--- src/verilog/dcrpc_regs.vh ---
// timing constants for the dual-coil relay pulse controller
// assumes a 250 MHz system clock; all counts are derived from the times below
`ifndef DCRPC_REGS_VH
`define DCRPC_REGS_VH

`define DCRPC_CLK_MHZ 250
// times in their own units, as printed
`define DCRPC_QUAL_SLOW_US 15000
`define DCRPC_QUAL_FAST_US 1000
`define DCRPC_LIMIT_SLOW_US 150000
`define DCRPC_LIMIT_FAST_US 30000
`define DCRPC_ENFILT_US 5
// cycle counts: time in us times clock in MHz
`define DCRPC_QUAL_SLOW_CYC (`DCRPC_QUAL_SLOW_US * `DCRPC_CLK_MHZ)
`define DCRPC_QUAL_FAST_CYC (`DCRPC_QUAL_FAST_US * `DCRPC_CLK_MHZ)
`define DCRPC_LIMIT_SLOW_CYC (`DCRPC_LIMIT_SLOW_US * `DCRPC_CLK_MHZ)
`define DCRPC_LIMIT_FAST_CYC (`DCRPC_LIMIT_FAST_US * `DCRPC_CLK_MHZ)
`define DCRPC_ENFILT_CYC (`DCRPC_ENFILT_US * `DCRPC_CLK_MHZ)
// controller states
`define DCRPC_ST_IDLE 2'b00
`define DCRPC_ST_QUAL 2'b01
`define DCRPC_ST_DRIVE 2'b10
`define DCRPC_ST_WAIT 2'b11

`endif

--- src/verilog/dcrpc_sync_filt.v ---
// two-flop synchroniser followed by a level filter
// assumes i_async comes from a pin; output changes only after a stable run
`timescale 1ns/10ps
`default_nettype none
module dcrpc_sync_filt #(
    parameter CNT_W = 11,
    parameter [CNT_W-1:0] STABLE_CYC = 11'd1250
) (
    input wire i_clk_sys,
    input wire i_rst,
    input wire i_async,
    output reg o_level
);
    reg meta_q;
    reg sync_q;
    reg [CNT_W-1:0] cnt_q;

    always @(posedge i_clk_sys or posedge i_rst) begin
        if (i_rst) begin
            meta_q <= 1'b0;
            sync_q <= 1'b0;
            cnt_q <= {CNT_W{1'b0}};
            o_level <= 1'b0;
        end else begin
            meta_q <= i_async;
            sync_q <= meta_q;
            // a level that differs must hold for the whole window to be taken
            if (sync_q == o_level) begin
                cnt_q <= {CNT_W{1'b0}};
            end else if (cnt_q >= STABLE_CYC - 1'b1) begin
                cnt_q <= {CNT_W{1'b0}};
                o_level <= sync_q;
            end else begin
                cnt_q <= cnt_q + 1'b1;
            end
        end
    end
endmodule // dcrpc_sync_filt
`default_nettype wire

--- src/verilog/dcrpc_top.v ---
// control logic of a dual-coil latching-relay pulse driver
// assumes command, enable and status inputs are asynchronous pins; coil
// outputs are open-drain, driven low while their output enable is high
`timescale 1ns/10ps
`default_nettype none
`include "dcrpc_regs.vh"
module dcrpc_top #(
    parameter FAST_VARIANT = 0,
    parameter FOLLOW_INPUT = 1,
    parameter CNT_W = 26,
    parameter [CNT_W-1:0] QUALIFY_CYC = FAST_VARIANT ? `DCRPC_QUAL_FAST_CYC
                                                     : `DCRPC_QUAL_SLOW_CYC,
    parameter [CNT_W-1:0] LIMIT_CYC = FAST_VARIANT ? `DCRPC_LIMIT_FAST_CYC
                                                   : `DCRPC_LIMIT_SLOW_CYC,
    parameter [10:0] ENFILT_CYC = `DCRPC_ENFILT_CYC
) (
    input wire i_clk_sys,
    input wire i_rst,
    input wire i_command_in_a,
    input wire i_command_in_b,
    input wire i_enable,
    input wire i_supply_above_on,
    input wire i_supply_below_off,
    input wire i_thermal_trip,
    output wire o_coil_drive_a_out,
    output wire o_coil_drive_a_oe,
    output wire o_coil_drive_b_out,
    output wire o_coil_drive_b_oe,
    output wire o_supply_lockout
);
    wire en_filt;
    reg [1:0] sync_a_q;
    reg [1:0] sync_b_q;
    reg [1:0] sync_on_q;
    reg [1:0] sync_off_q;
    reg [1:0] sync_th_q;
    reg lockout_q;
    reg prev_a_q;
    reg prev_b_q;
    reg [1:0] state_q;
    reg [CNT_W-1:0] cnt_q;
    reg chan_b_q;
    reg both_q;
    reg drive_a_q;
    reg drive_b_q;

    wire in_a = sync_a_q[1];
    wire in_b = sync_b_q[1];
    wire rise_a = in_a & ~prev_a_q;
    wire rise_b = in_b & ~prev_b_q;
    wire in_sel = chan_b_q ? in_b : in_a;
    wire in_oth = chan_b_q ? in_a : in_b;
    // any of these forces idle and released outputs
    wire kill = lockout_q | sync_th_q[1] | ~en_filt;

    dcrpc_sync_filt #(
        .CNT_W(11),
        .STABLE_CYC(ENFILT_CYC)
    ) u_en_filt (
        .i_clk_sys(i_clk_sys),
        .i_rst(i_rst),
        .i_async(i_enable),
        .o_level(en_filt)
    );

    always @(posedge i_clk_sys or posedge i_rst) begin
        if (i_rst) begin
            sync_a_q <= 2'b00;
            sync_b_q <= 2'b00;
            sync_on_q <= 2'b00;
            sync_off_q <= 2'b00;
            sync_th_q <= 2'b11;
            lockout_q <= 1'b1;
            prev_a_q <= 1'b1;
            prev_b_q <= 1'b1;
        end else begin
            sync_a_q <= {sync_a_q[0], i_command_in_a};
            sync_b_q <= {sync_b_q[0], i_command_in_b};
            sync_on_q <= {sync_on_q[0], i_supply_above_on};
            sync_off_q <= {sync_off_q[0], i_supply_below_off};
            sync_th_q <= {sync_th_q[0], i_thermal_trip};
            if (sync_off_q[1]) begin
                lockout_q <= 1'b1;
            end else if (sync_on_q[1]) begin
                lockout_q <= 1'b0;
            end
            prev_a_q <= in_a;
            prev_b_q <= in_b;
        end
    end

    always @(posedge i_clk_sys or posedge i_rst) begin
        if (i_rst) begin
            state_q <= `DCRPC_ST_IDLE;
            cnt_q <= {CNT_W{1'b0}};
            chan_b_q <= 1'b0;
            both_q <= 1'b0;
            drive_a_q <= 1'b0;
            drive_b_q <= 1'b0;
        end else if (kill) begin
            state_q <= `DCRPC_ST_IDLE;
            cnt_q <= {CNT_W{1'b0}};
            both_q <= 1'b0;
            drive_a_q <= 1'b0;
            drive_b_q <= 1'b0;
        end else begin
            case (state_q)
                `DCRPC_ST_IDLE: begin
                    cnt_q <= {CNT_W{1'b0}};
                    both_q <= 1'b0;
                    if (rise_a & rise_b) begin
                        state_q <= `DCRPC_ST_WAIT;
                    end else if (rise_a | rise_b) begin
                        chan_b_q <= rise_b;
                        state_q <= `DCRPC_ST_QUAL;
                    end
                end
                `DCRPC_ST_QUAL: begin
                    // other input voids this one if it rises here before the last qualify cycle and is still high when this one qualifies
                    if (in_oth & (rise_a | rise_b)) begin
                        both_q <= 1'b1;
                    end
                    if (!in_sel) begin
                        state_q <= `DCRPC_ST_IDLE;
                    end else if (cnt_q >= QUALIFY_CYC - 1'b1) begin
                        cnt_q <= {CNT_W{1'b0}};
                        if (both_q & in_oth) begin
                            state_q <= `DCRPC_ST_WAIT;
                        end else begin
                            state_q <= `DCRPC_ST_DRIVE;
                            drive_a_q <= ~chan_b_q;
                            drive_b_q <= chan_b_q;
                        end
                    end else begin
                        cnt_q <= cnt_q + 1'b1;
                    end
                end
                `DCRPC_ST_DRIVE: begin
                    // other input is not looked at here
                    if ((cnt_q >= LIMIT_CYC - 1'b1) | (FOLLOW_INPUT != 0 && !in_sel)) begin
                        drive_a_q <= 1'b0;
                        drive_b_q <= 1'b0;
                        cnt_q <= {CNT_W{1'b0}};
                        state_q <= `DCRPC_ST_WAIT;
                    end else begin
                        cnt_q <= cnt_q + 1'b1;
                    end
                end
                `DCRPC_ST_WAIT: begin
                    // rearm only when both inputs are low again
                    if (!in_a && !in_b) begin
                        state_q <= `DCRPC_ST_IDLE;
                    end
                end
                default: begin
                    state_q <= `DCRPC_ST_IDLE;
                end
            endcase
        end
    end

    // open-drain: pull low while enabled, otherwise high impedance
    assign o_coil_drive_a_out = 1'b0;
    assign o_coil_drive_b_out = 1'b0;
    assign o_coil_drive_a_oe = drive_a_q & ~drive_b_q;
    assign o_coil_drive_b_oe = drive_b_q & ~drive_a_q;
    assign o_supply_lockout = lockout_q;
endmodule // dcrpc_top
`default_nettype wire
--- config.mk ---
export PLATFORM = sky130hd
export DESIGN_NAME = dcrpc_top
export DESIGN_NICKNAME = d
export VERILOG_FILES = /design/src/verilog/dcrpc_sync_filt.v /design/src/verilog/dcrpc_top.v
export VERILOG_INCLUDE_DIRS = /design/src /design/src/verilog
export SDC_FILE = /design/constraint.sdc
export NUM_CORES = 1
export LEC_CHECK = 0
export ABC_AREA = 1
export BUFFER_PORTS_ARGS = -buffer_cell sky130_fd_sc_hd__buf_2
export CAP_MARGIN = 20
export CORE_ASPECT_RATIO = 0.8
export CORE_UTILIZATION = 45
export DETAILED_ROUTE_END_ITERATION = 10
export PLACE_DENSITY = 0.69
export SLEW_MARGIN = 20
export SYNTH_ARGS = -nofsm -noshare
export SYNTH_HDL_FRONTEND = slang
export SYNTH_SLANG_ARGS = --single-unit
--- constraint.sdc ---
create_clock -name i_clk_sys -period 1.97 [get_ports i_clk_sys]
set_input_delay 0.197 -clock i_clk_sys [delete_from_list [all_inputs] [get_ports i_clk_sys]]
set_output_delay 0.197 -clock i_clk_sys [all_outputs]
set_load 0.02 [all_outputs]
==> results of run 1 <==
-- kinds of logic after synthesis --
logic type | after synthesis
flops | 59
buf+inv | 71
fa+ha+maj | 7
compound gates | 46
other cells | 1
xor+xnor | 18
simple gates | 255
-- worst register-to-register path: cells and delay by family (launching register included) --
kind	cells	cell delay (ns)
DFF	1	0.40
buffers and inverters	3	0.36
AOI/OAI and AO/OA	2	0.30
xor gates and xnor gates	1	0.19
adders and majority gates	1	0.22
and+or+nand+nor	2	0.22
-- registers in the layout, summed over array words and instances, names as in the netlist, 2 cells and up --
register,flops
u_en_filt.cnt_q,11
sync_th_q,2
sync_a_q,2
sync_b_q,2
state_q,2
cnt_q,26
sync_on_q,2
sync_off_q,2
-- final cells by class --
class / instances / area, sq um
Multi-Input combinational cell: 328 / 1710
Sequential cell: 59 / 1480
Inverter: 62 / 234
Tap cell: 105 / 131
Clock buffer: 11 / 141
Timing Repair Buffer: 32 / 249
Fill cell: 718 / 3410
Clock inverter: 5 / 62.6
-- per-stage QoR --
step           setup slack, ns  cells  util [%]  instance area [sq um]
4_1_cts                 0.0307    601      53.5                   3970
5_1_grt               -0.00232    602      54.0                   4010
3_5_place_dp            -0.121    575      49.5                   3680
6_report                 0.171    602      54.0                   4010
2_1_floorplan            0.256    458         -                   3480
3_3_place_gp          -0.00896    575      49.5                   3680
-- routing by layer --
metal	GRT usage (%)	routed length [um]	vias up
met5	0	0	-
met4	8.41	114	0
met3	5.31	295	11
met2	30.6	3150	60
met1	27.1	3760	1372
li1	-	-	1517
-- synth_stat cells (all sizes together) (7+ instances only) --
library cell,instances
nand2,116
nor2,73
inv,61
dfrtp,54
nand3,37
a21oi,24
o21ai,17
xor2,13
nand4,12
nor3,11
buf,8
ha,7
-- cells in the final DEF (no fill, tap or decap), types with 11 or more instances in the layout --
master	count
a21oi_1	13
a21oi_2	11
buf_4	13
dfrtp_1	54
inv_1	49
inv_2	12
nand2_1	109
nand3_1	32
nand4_1	12
nor2_1	67
xor2_1	13
-- what timing repair did --
action                                 CTS  global route
resized for setup                        0            11
pin swaps                                1             1
hold buffers                             7             0
setup endpoints to repair               20            27
setup buffers                            3             1
endpoints found under the hold margin   60             0
-- power by group through the flow --
stage	clock network [W]	logic [W]	registers [W]
after floorplan	0	0.0000512	0.00127
after global placement	0	0.0000760	0.00127
after detailed placement	0	0.0000770	0.00127
after CTS	0.00116	0.0000879	0.00125
after global routing	0.00120	0.000100	0.00125
final	0.00113	0.0000862	0.00125
-- worst max-delay path by stage --
stage / start / to / cells after the start
final: state_q[0] / cnt_q[11] / 9
after floorplan: state_q[1] / cnt_q[2] / 11
after detailed placement: state_q[1] / cnt_q[7] / 9
after global placement: state_q[1] / cnt_q[2] / 9
after global routing: cnt_q[0] / cnt_q[12] / 12
after CTS: cnt_q[0] / cnt_q[4] / 12
==> key figures, run 1 <==
Synth
  • Largest family of logic cells by synthesized area: simple AND/OR/NAND/NOR gates
  • Mean Syn Cell Area: between 7 and 8 sq um
  • Post-synthesis compound-gate area fraction: about 8.4%
  • Mux contribution to synthesized area: 0%
  • Distinct cells, synth: 36
  • Primary FF master, synth: dfrtp_1
  • Synth Area in XOR/XNOR: under 10%
  • Async SR Flop Fraction: 100%
  • Sequential-to-total area share from yosys stat: a little over two fifths
  • Yosys top cell by area: dfrtp_1
  • Post-synth EDFFs: 0
  • Post-Synth Adder-Cell Area: 2.52%
  • Synth top area cells: dfrtp_1 (39%), nand2_1 (12%), nor2_1 (7.2%)
  • Synth Area in Simple Gates: between 30% and 40%
  • Synth top area share: around two fifths
  • Mapped Area: approximately 0.0035 sq mm
  • #FFs+latches synth: 59
  • Syn Inst Count: between 400 and 500
  • Synth warn: 0

Power
  • Psw: just under 0.0006 W
  • Max IR drop VDD: about 0.58 mV
  • Int Power: between 0.0015 and 0.002 W
  • Sequential Power Share: ~50%
  • Combinational Power Share: ~3.5%
  • Power density over the cells: slightly above 600 mW/mm^2
  • Clock share of power: between 40% and 50%
  • Lkg Pwr: approximately 1.8 nW
  • Switching share of power: between 20% and 30%
  • Total Power: ~0.0025 W

Routing
  • Initial DRC Count: approximately 170
  • Routed WL: about 7300 um
  • Via count: around 3000
  • Via density: between 4 and 5
  • First drt pass iteration count: 5
  • WL/cell: between 10 and 15 um
  • Post-route ant nets: 0
  • Drc violations: 0

Min path
  • Endpoint of the worst hold path: sync_a_q[1]
  • Hold depth: 0
  • Worst hold-check path type: flop to flop
  • HP Start: sync_a_q[0]

Critical path
  • Reg2reg path depth: 9
  • Critical Path AT: slightly above 2 ns
  • Worst setup SP type: flop
  • Slowest cell on the critical path: dfrtp_1
  • Worst r2r src: state_q[0]
  • Crit path kind: flop to flop
  • CP dominant cell by count: inv_1
  • Critical path buffers and inverters: 3
  • Slowest stage delay, CP: about 0.40 ns
  • R2r endpoint: cnt_q[11]
  • Crit path max fanout: 12
  • Cell family with the largest share of critical-path delay: flip-flops
  • Cell-by-cell trace of the critical path: inv_1 -> ha_1 -> inv_1 -> nand3_2 -> o21ai_4 -> inv_2 -> nand2_1 -> xor2_1 -> a21oi_2
  • Data required, critical path: ~2.2 ns
  • Reg2reg setup slack: between 0.15 and 0.2 ns
  • Critical Path Sink Type: flop

Clock network
  • CTS Root Cell: clkbuf_8
  • Worst-skew pair later-pin latency: 0.36 ns
  • CTS H-tree depth: 3
  • CTS max path bufs: 2
  • CTS Buf Count: 9
  • CTS tree: built
  • Reg clk slew, reported paths: 0.08 ns
  • CTS sink cnt: just under 60

STA
  • Final min period: about 1.8 ns
  • Setup_tns: 0 ns
  • Final setup viols: 0
  • Fin crit share: between 90 and 100%
  • Fin Clk Skew: 0.0155 ns
  • Min Hold Slack: 0.351 ns
  • Max Clk Rate: 556 MHz
  • Final hold vios: 0
  • Final Slew Violations: 0

Die
  • Core Area: roughly 0.0074 sq mm
  • Chip Width: around 100 um
  • Die area: slightly above 0.008 sq mm
  • Rows: 28
  • # IOs: 13
  • Die H: 80.7 um
  • Starting Density: a little under half

Flow run
  • Max-Cap Viols: 0

Finish
  • Fin nets: ~510
  • Synthesis-to-layout area growth: 15.3%
  • N_diodes: 0
  • Share of cells above drive strength 1: 18.3%

Placement
  • Post-DP HPWL: roughly 5300 um
  • GP Congestion: just over 0.9
  • # port buffers: 10

GRT
  • Global Route Usage Sum: just over 20%
  • Largest net degree at the start of global routing: 60
  • Vias in the first global route: 2683
  • Grt ovf: 0
  • First-pass GRT wire length: 12200 um
  • Initial antenna violation count: 0

Outcome
  • Outcome: complete, no violations
Note: power is estimated with default switching activity, not from simulation.
==> inputs of run 2 (changes only) <==
==> constraint.sdc (replaced) <==
create_clock -name i_clk_sys -period 2 [get_ports i_clk_sys]
set_input_delay 0.2 -clock i_clk_sys [delete_from_list [all_inputs] [get_ports i_clk_sys]]
set_output_delay 0.2 -clock i_clk_sys [all_outputs]
set_load 0.02 [all_outputs]
==> run 2 against run 1 <==
  * Combinational power is 2.8% lower
  * Via count decreased by 2.7%
  * Non-clock buffer count down 5
  * Largest power group unchanged
  * Worst setup slack worse by 0.021 ns
  * Routed wire length decreased by 1.7%
  * Largest cell class unchanged
  * Count of clock-buffer cells in the layout fell by 2
  * Utilization decreased by 0.81 points
  * Sequential share of layout area up 0.56 points
==> key figures, run 2 (synthesis gave the netlist of run 1 again) <==
Clock network
  • CTS sink cnt: 59 (unchanged)
  • CTS Buf Count: 9 (unchanged)
  • CTS H-tree depth: 3 (unchanged)
  • CTS tree: built
  • CTS Root Cell: clkbuf_8
  • CTS max path bufs: 2 (unchanged)
  • Reg clk slew, reported paths: 0.08 ns (about the same)
  • Worst-skew pair later-pin latency: 0.34 ns (-0.02 ns)

Die
  • Chip Width: 100 um (unchanged)
  • Core Area: 0.00743 sq mm (unchanged)
  • # IOs: 13 (unchanged)
  • Die H: 80.7 um (unchanged)
  • Starting Density: 46.8% (unchanged)
  • Rows: 28 (unchanged)
  • Die area: 0.00809 sq mm (unchanged)

Power
  • Combinational Power Share: 3.4% (about the same)
  • Power density over the cells: 615 mW/mm^2 (about the same)
  • Clock share of power: 45.9% (about the same)
  • Total Power: 0.00243 W (-1.5%)
  • Psw: 0.000589 W (+1.9%)
  • Int Power: 0.00184 W (-2.5%)
  • Switching share of power: 24.2% (+0.80 points)
  • Lkg Pwr: 1.79 nW (-0.88%)
  • Sequential Power Share: 50.6% (about the same)
  • Max IR drop VDD: 0.519 mV (-9.8%)

Placement
  • Post-placement cell area: 0.00365 sq mm (-0.61%)
  • # port buffers: 10 (unchanged)
  • Post-DP HPWL: 5390 um (+2.4%)
  • GP Congestion: 0.862 (-5.7%)
  • Pre-CTS WS: 0.0433 ns (+0.165 ns)

Critical path
  • Crit path max fanout: 15 (+3)
  • Data required, critical path: 2.22 ns (+0.02 ns)
  • Worst setup SP type: flop
  • Critical path buffers and inverters: 3 (unchanged)
  • Cell depth of the worst setup path: 9 (unchanged)
  • Slowest cell on the critical path: dfrtp_1
  • Reg2reg path depth: 9 (unchanged)
  • CP dominant cell by count: inv_1
  • Critical Path Sink Type: flop
  • Cell family with the largest share of critical-path delay: flip-flops
  • Crit path kind: flop to flop
  • Slowest stage delay, CP: 0.44 ns (+0.04 ns)
  • Cell-by-cell trace of the critical path: inv_1 -> ha_1 -> inv_1 -> nand3_2 -> o21ai_4 -> inv_4 -> nand2_1 -> xor2_1 -> a21oi_2
  • Critical Path AT: 2.07 ns (+0.04 ns)

Routing
  • Post-route ant nets: 0 (unchanged)
  • Via count: 2879 (-2.7%)
  • Drc violations: 0 (unchanged)
  • Initial DRC Count: 152 (-12%)
  • Via density: 4.82 (-1.9%)
  • WL/cell: 12.1 um (-0.83%)
  • Routed WL: 7200 um (-1.7%)
  • First drt pass iteration count: 4 (-1)

STA
  • Fin crit share: 92.5% (+1.2 points)
  • Measured slew at the worst slew-check pin: approximately 0.57 ns
  • PnR worst setup slack: 0.150 ns (-0.0213 ns)
  • RSZ-0062 raised after global routing: no
  • Final Slew Violations: 0 (unchanged)
  • Final hold vios: 0 (unchanged)
  • Relative slew slack: approximately 60%
  • Final setup viols: 0 (unchanged)
  • Fin Clk Skew: 0.00722 ns (-0.00825 ns)
  • Setup_tns: 0 ns (unchanged)
  • Final min period: 1.85 ns (+0.0513 ns)
  • Max Clk Rate: 540 MHz (-2.8%)

Finish
  • N_diodes: 0 (unchanged)
  • Post-route cell area: 0.00395 sq mm (-1.5%)
  • Commonest non-fill, non-tap cell in the layout: nand2_1
  • Synthesis-to-layout area growth: 13.6%
  • Commonest non-fill, non-tap cells in the layout: nand2_1 (111), nor2_1 (67), dfrtp_1 (54)
  • Sequential Area: 0.00148 sq mm (unchanged)
  • Max FFs per register: 26 (unchanged)
  • Share of cells above drive strength 1: 17.1% (-1.2 points)
  • Fin nets: 502 (-0.99%)
  • Largest regs: cnt_q x26, u_en_filt.cnt_q x11
  • Biggest register: cnt_q
  • Number of fillers in the final layout: 713 (-0.70%)
  • Multi-input logic area: 0.00169 sq mm (-1.5%)

GRT
  • Vias in the first global route: 2735 (+1.9%)
  • Met3 Track Usage GR: 4.44% (-0.87 points)
  • Grt ovf: 0 (unchanged)
  • Routing usage on met2: 31.1% (+0.48 points)
  • Global Route Usage Sum: 20.3% (+0.15 points)
  • Initial antenna violation count: 0 (unchanged)
  • Met1 Use GR: 29.1% (+2.0 points)
  • GR peak layer: met2
  • First-pass GRT wire length: 12700 um (+4.4%)
  • Largest net degree at the start of global routing: 47 (-22%)

Outcome
  • Outcome: complete, no violations

Min path
  • Worst hold-check path type: input port to asynchronous set/reset pin

Flow run
  • Max-Cap Viols: 0 (unchanged)
## run 2: per-layer routing
metal | routed length, um | vias to the layer above
met1 | 3770 | 1319
met3 | 273 | 6
met5 | 0 | -
li1 | - | 1509
met2 | 3100 | 45
met4 | 52 | 0
## run 2: power by group through the flow
stage / logic [W] / registers [W] / clock network, W
final: 0.0000838 / 0.00123 / 0.00112
after global routing: 0.0000987 / 0.00123 / 0.00119
after CTS: 0.0000865 / 0.00123 / 0.00116
after detailed placement: 0.0000759 / 0.00125 / 0
after global placement: 0.0000746 / 0.00125 / 0
after floorplan: 0.0000504 / 0.00125 / 0
## run 2: final cells by class
type | count | area share, %
Clock buffer | 9 | 3.13
Inverter | 62 | 5.98
Multi-Input combinational cell | 328 | 42.6
Sequential cell | 59 | 37.5
Timing Repair Buffer | 27 | 5.35
Clock inverter | 7 | 2.06
Tap cell | 105 | 3.32
## run 2: worst register-to-register path, stage by stage (launching register included)
cell and delay (ns):
dfrtp_1 0.44, inv_1 0.11, ha_1 0.22, inv_1 0.10, nand3_2 0.11, o21ai_4 0.25
inv_4 0.14, nand2_1 0.11, xor2_1 0.20, a21oi_2 0.05
## run 2: repair_timing
item | in CTS | in global routing
gates resized for setup | 0 | 5
endpoints found under the hold margin | 18 | 0
endpoints found under the setup margin | 0 | 16
buffers inserted | 0 | 2
hold buffers | 7 | 0
## run 2: stage by stage
| stage | hold WS, ns | utilization, % | cells |
|---|---|---|---|
| global route | 0.359 | 53.2 | 597 |
| detailed placement | 0.164 | 49.2 | 572 |
| finish | 0.350 | 53.2 | 597 |
| global placement | 0.163 | 49.2 | 572 |
| floorplan | 0.204 | - | 458 |
| CTS | 0.333 | 52.9 | 595 |
## run 2: worst paths after layout
path / from / to / slack (ns)
max: state_q[0] / cnt_q[5] / 0.15
min: i_rst / sync_off_q[0] / 0.35
max reg2reg: state_q[0] / cnt_q[5] / 0.15
min reg2reg: sync_on_q[0] / sync_on_q[1] / 0.35
max in group asynchronous: i_rst / prev_b_q / 1.06
min in group i_clk_sys: sync_on_q[0] / sync_on_q[1] / 0.35
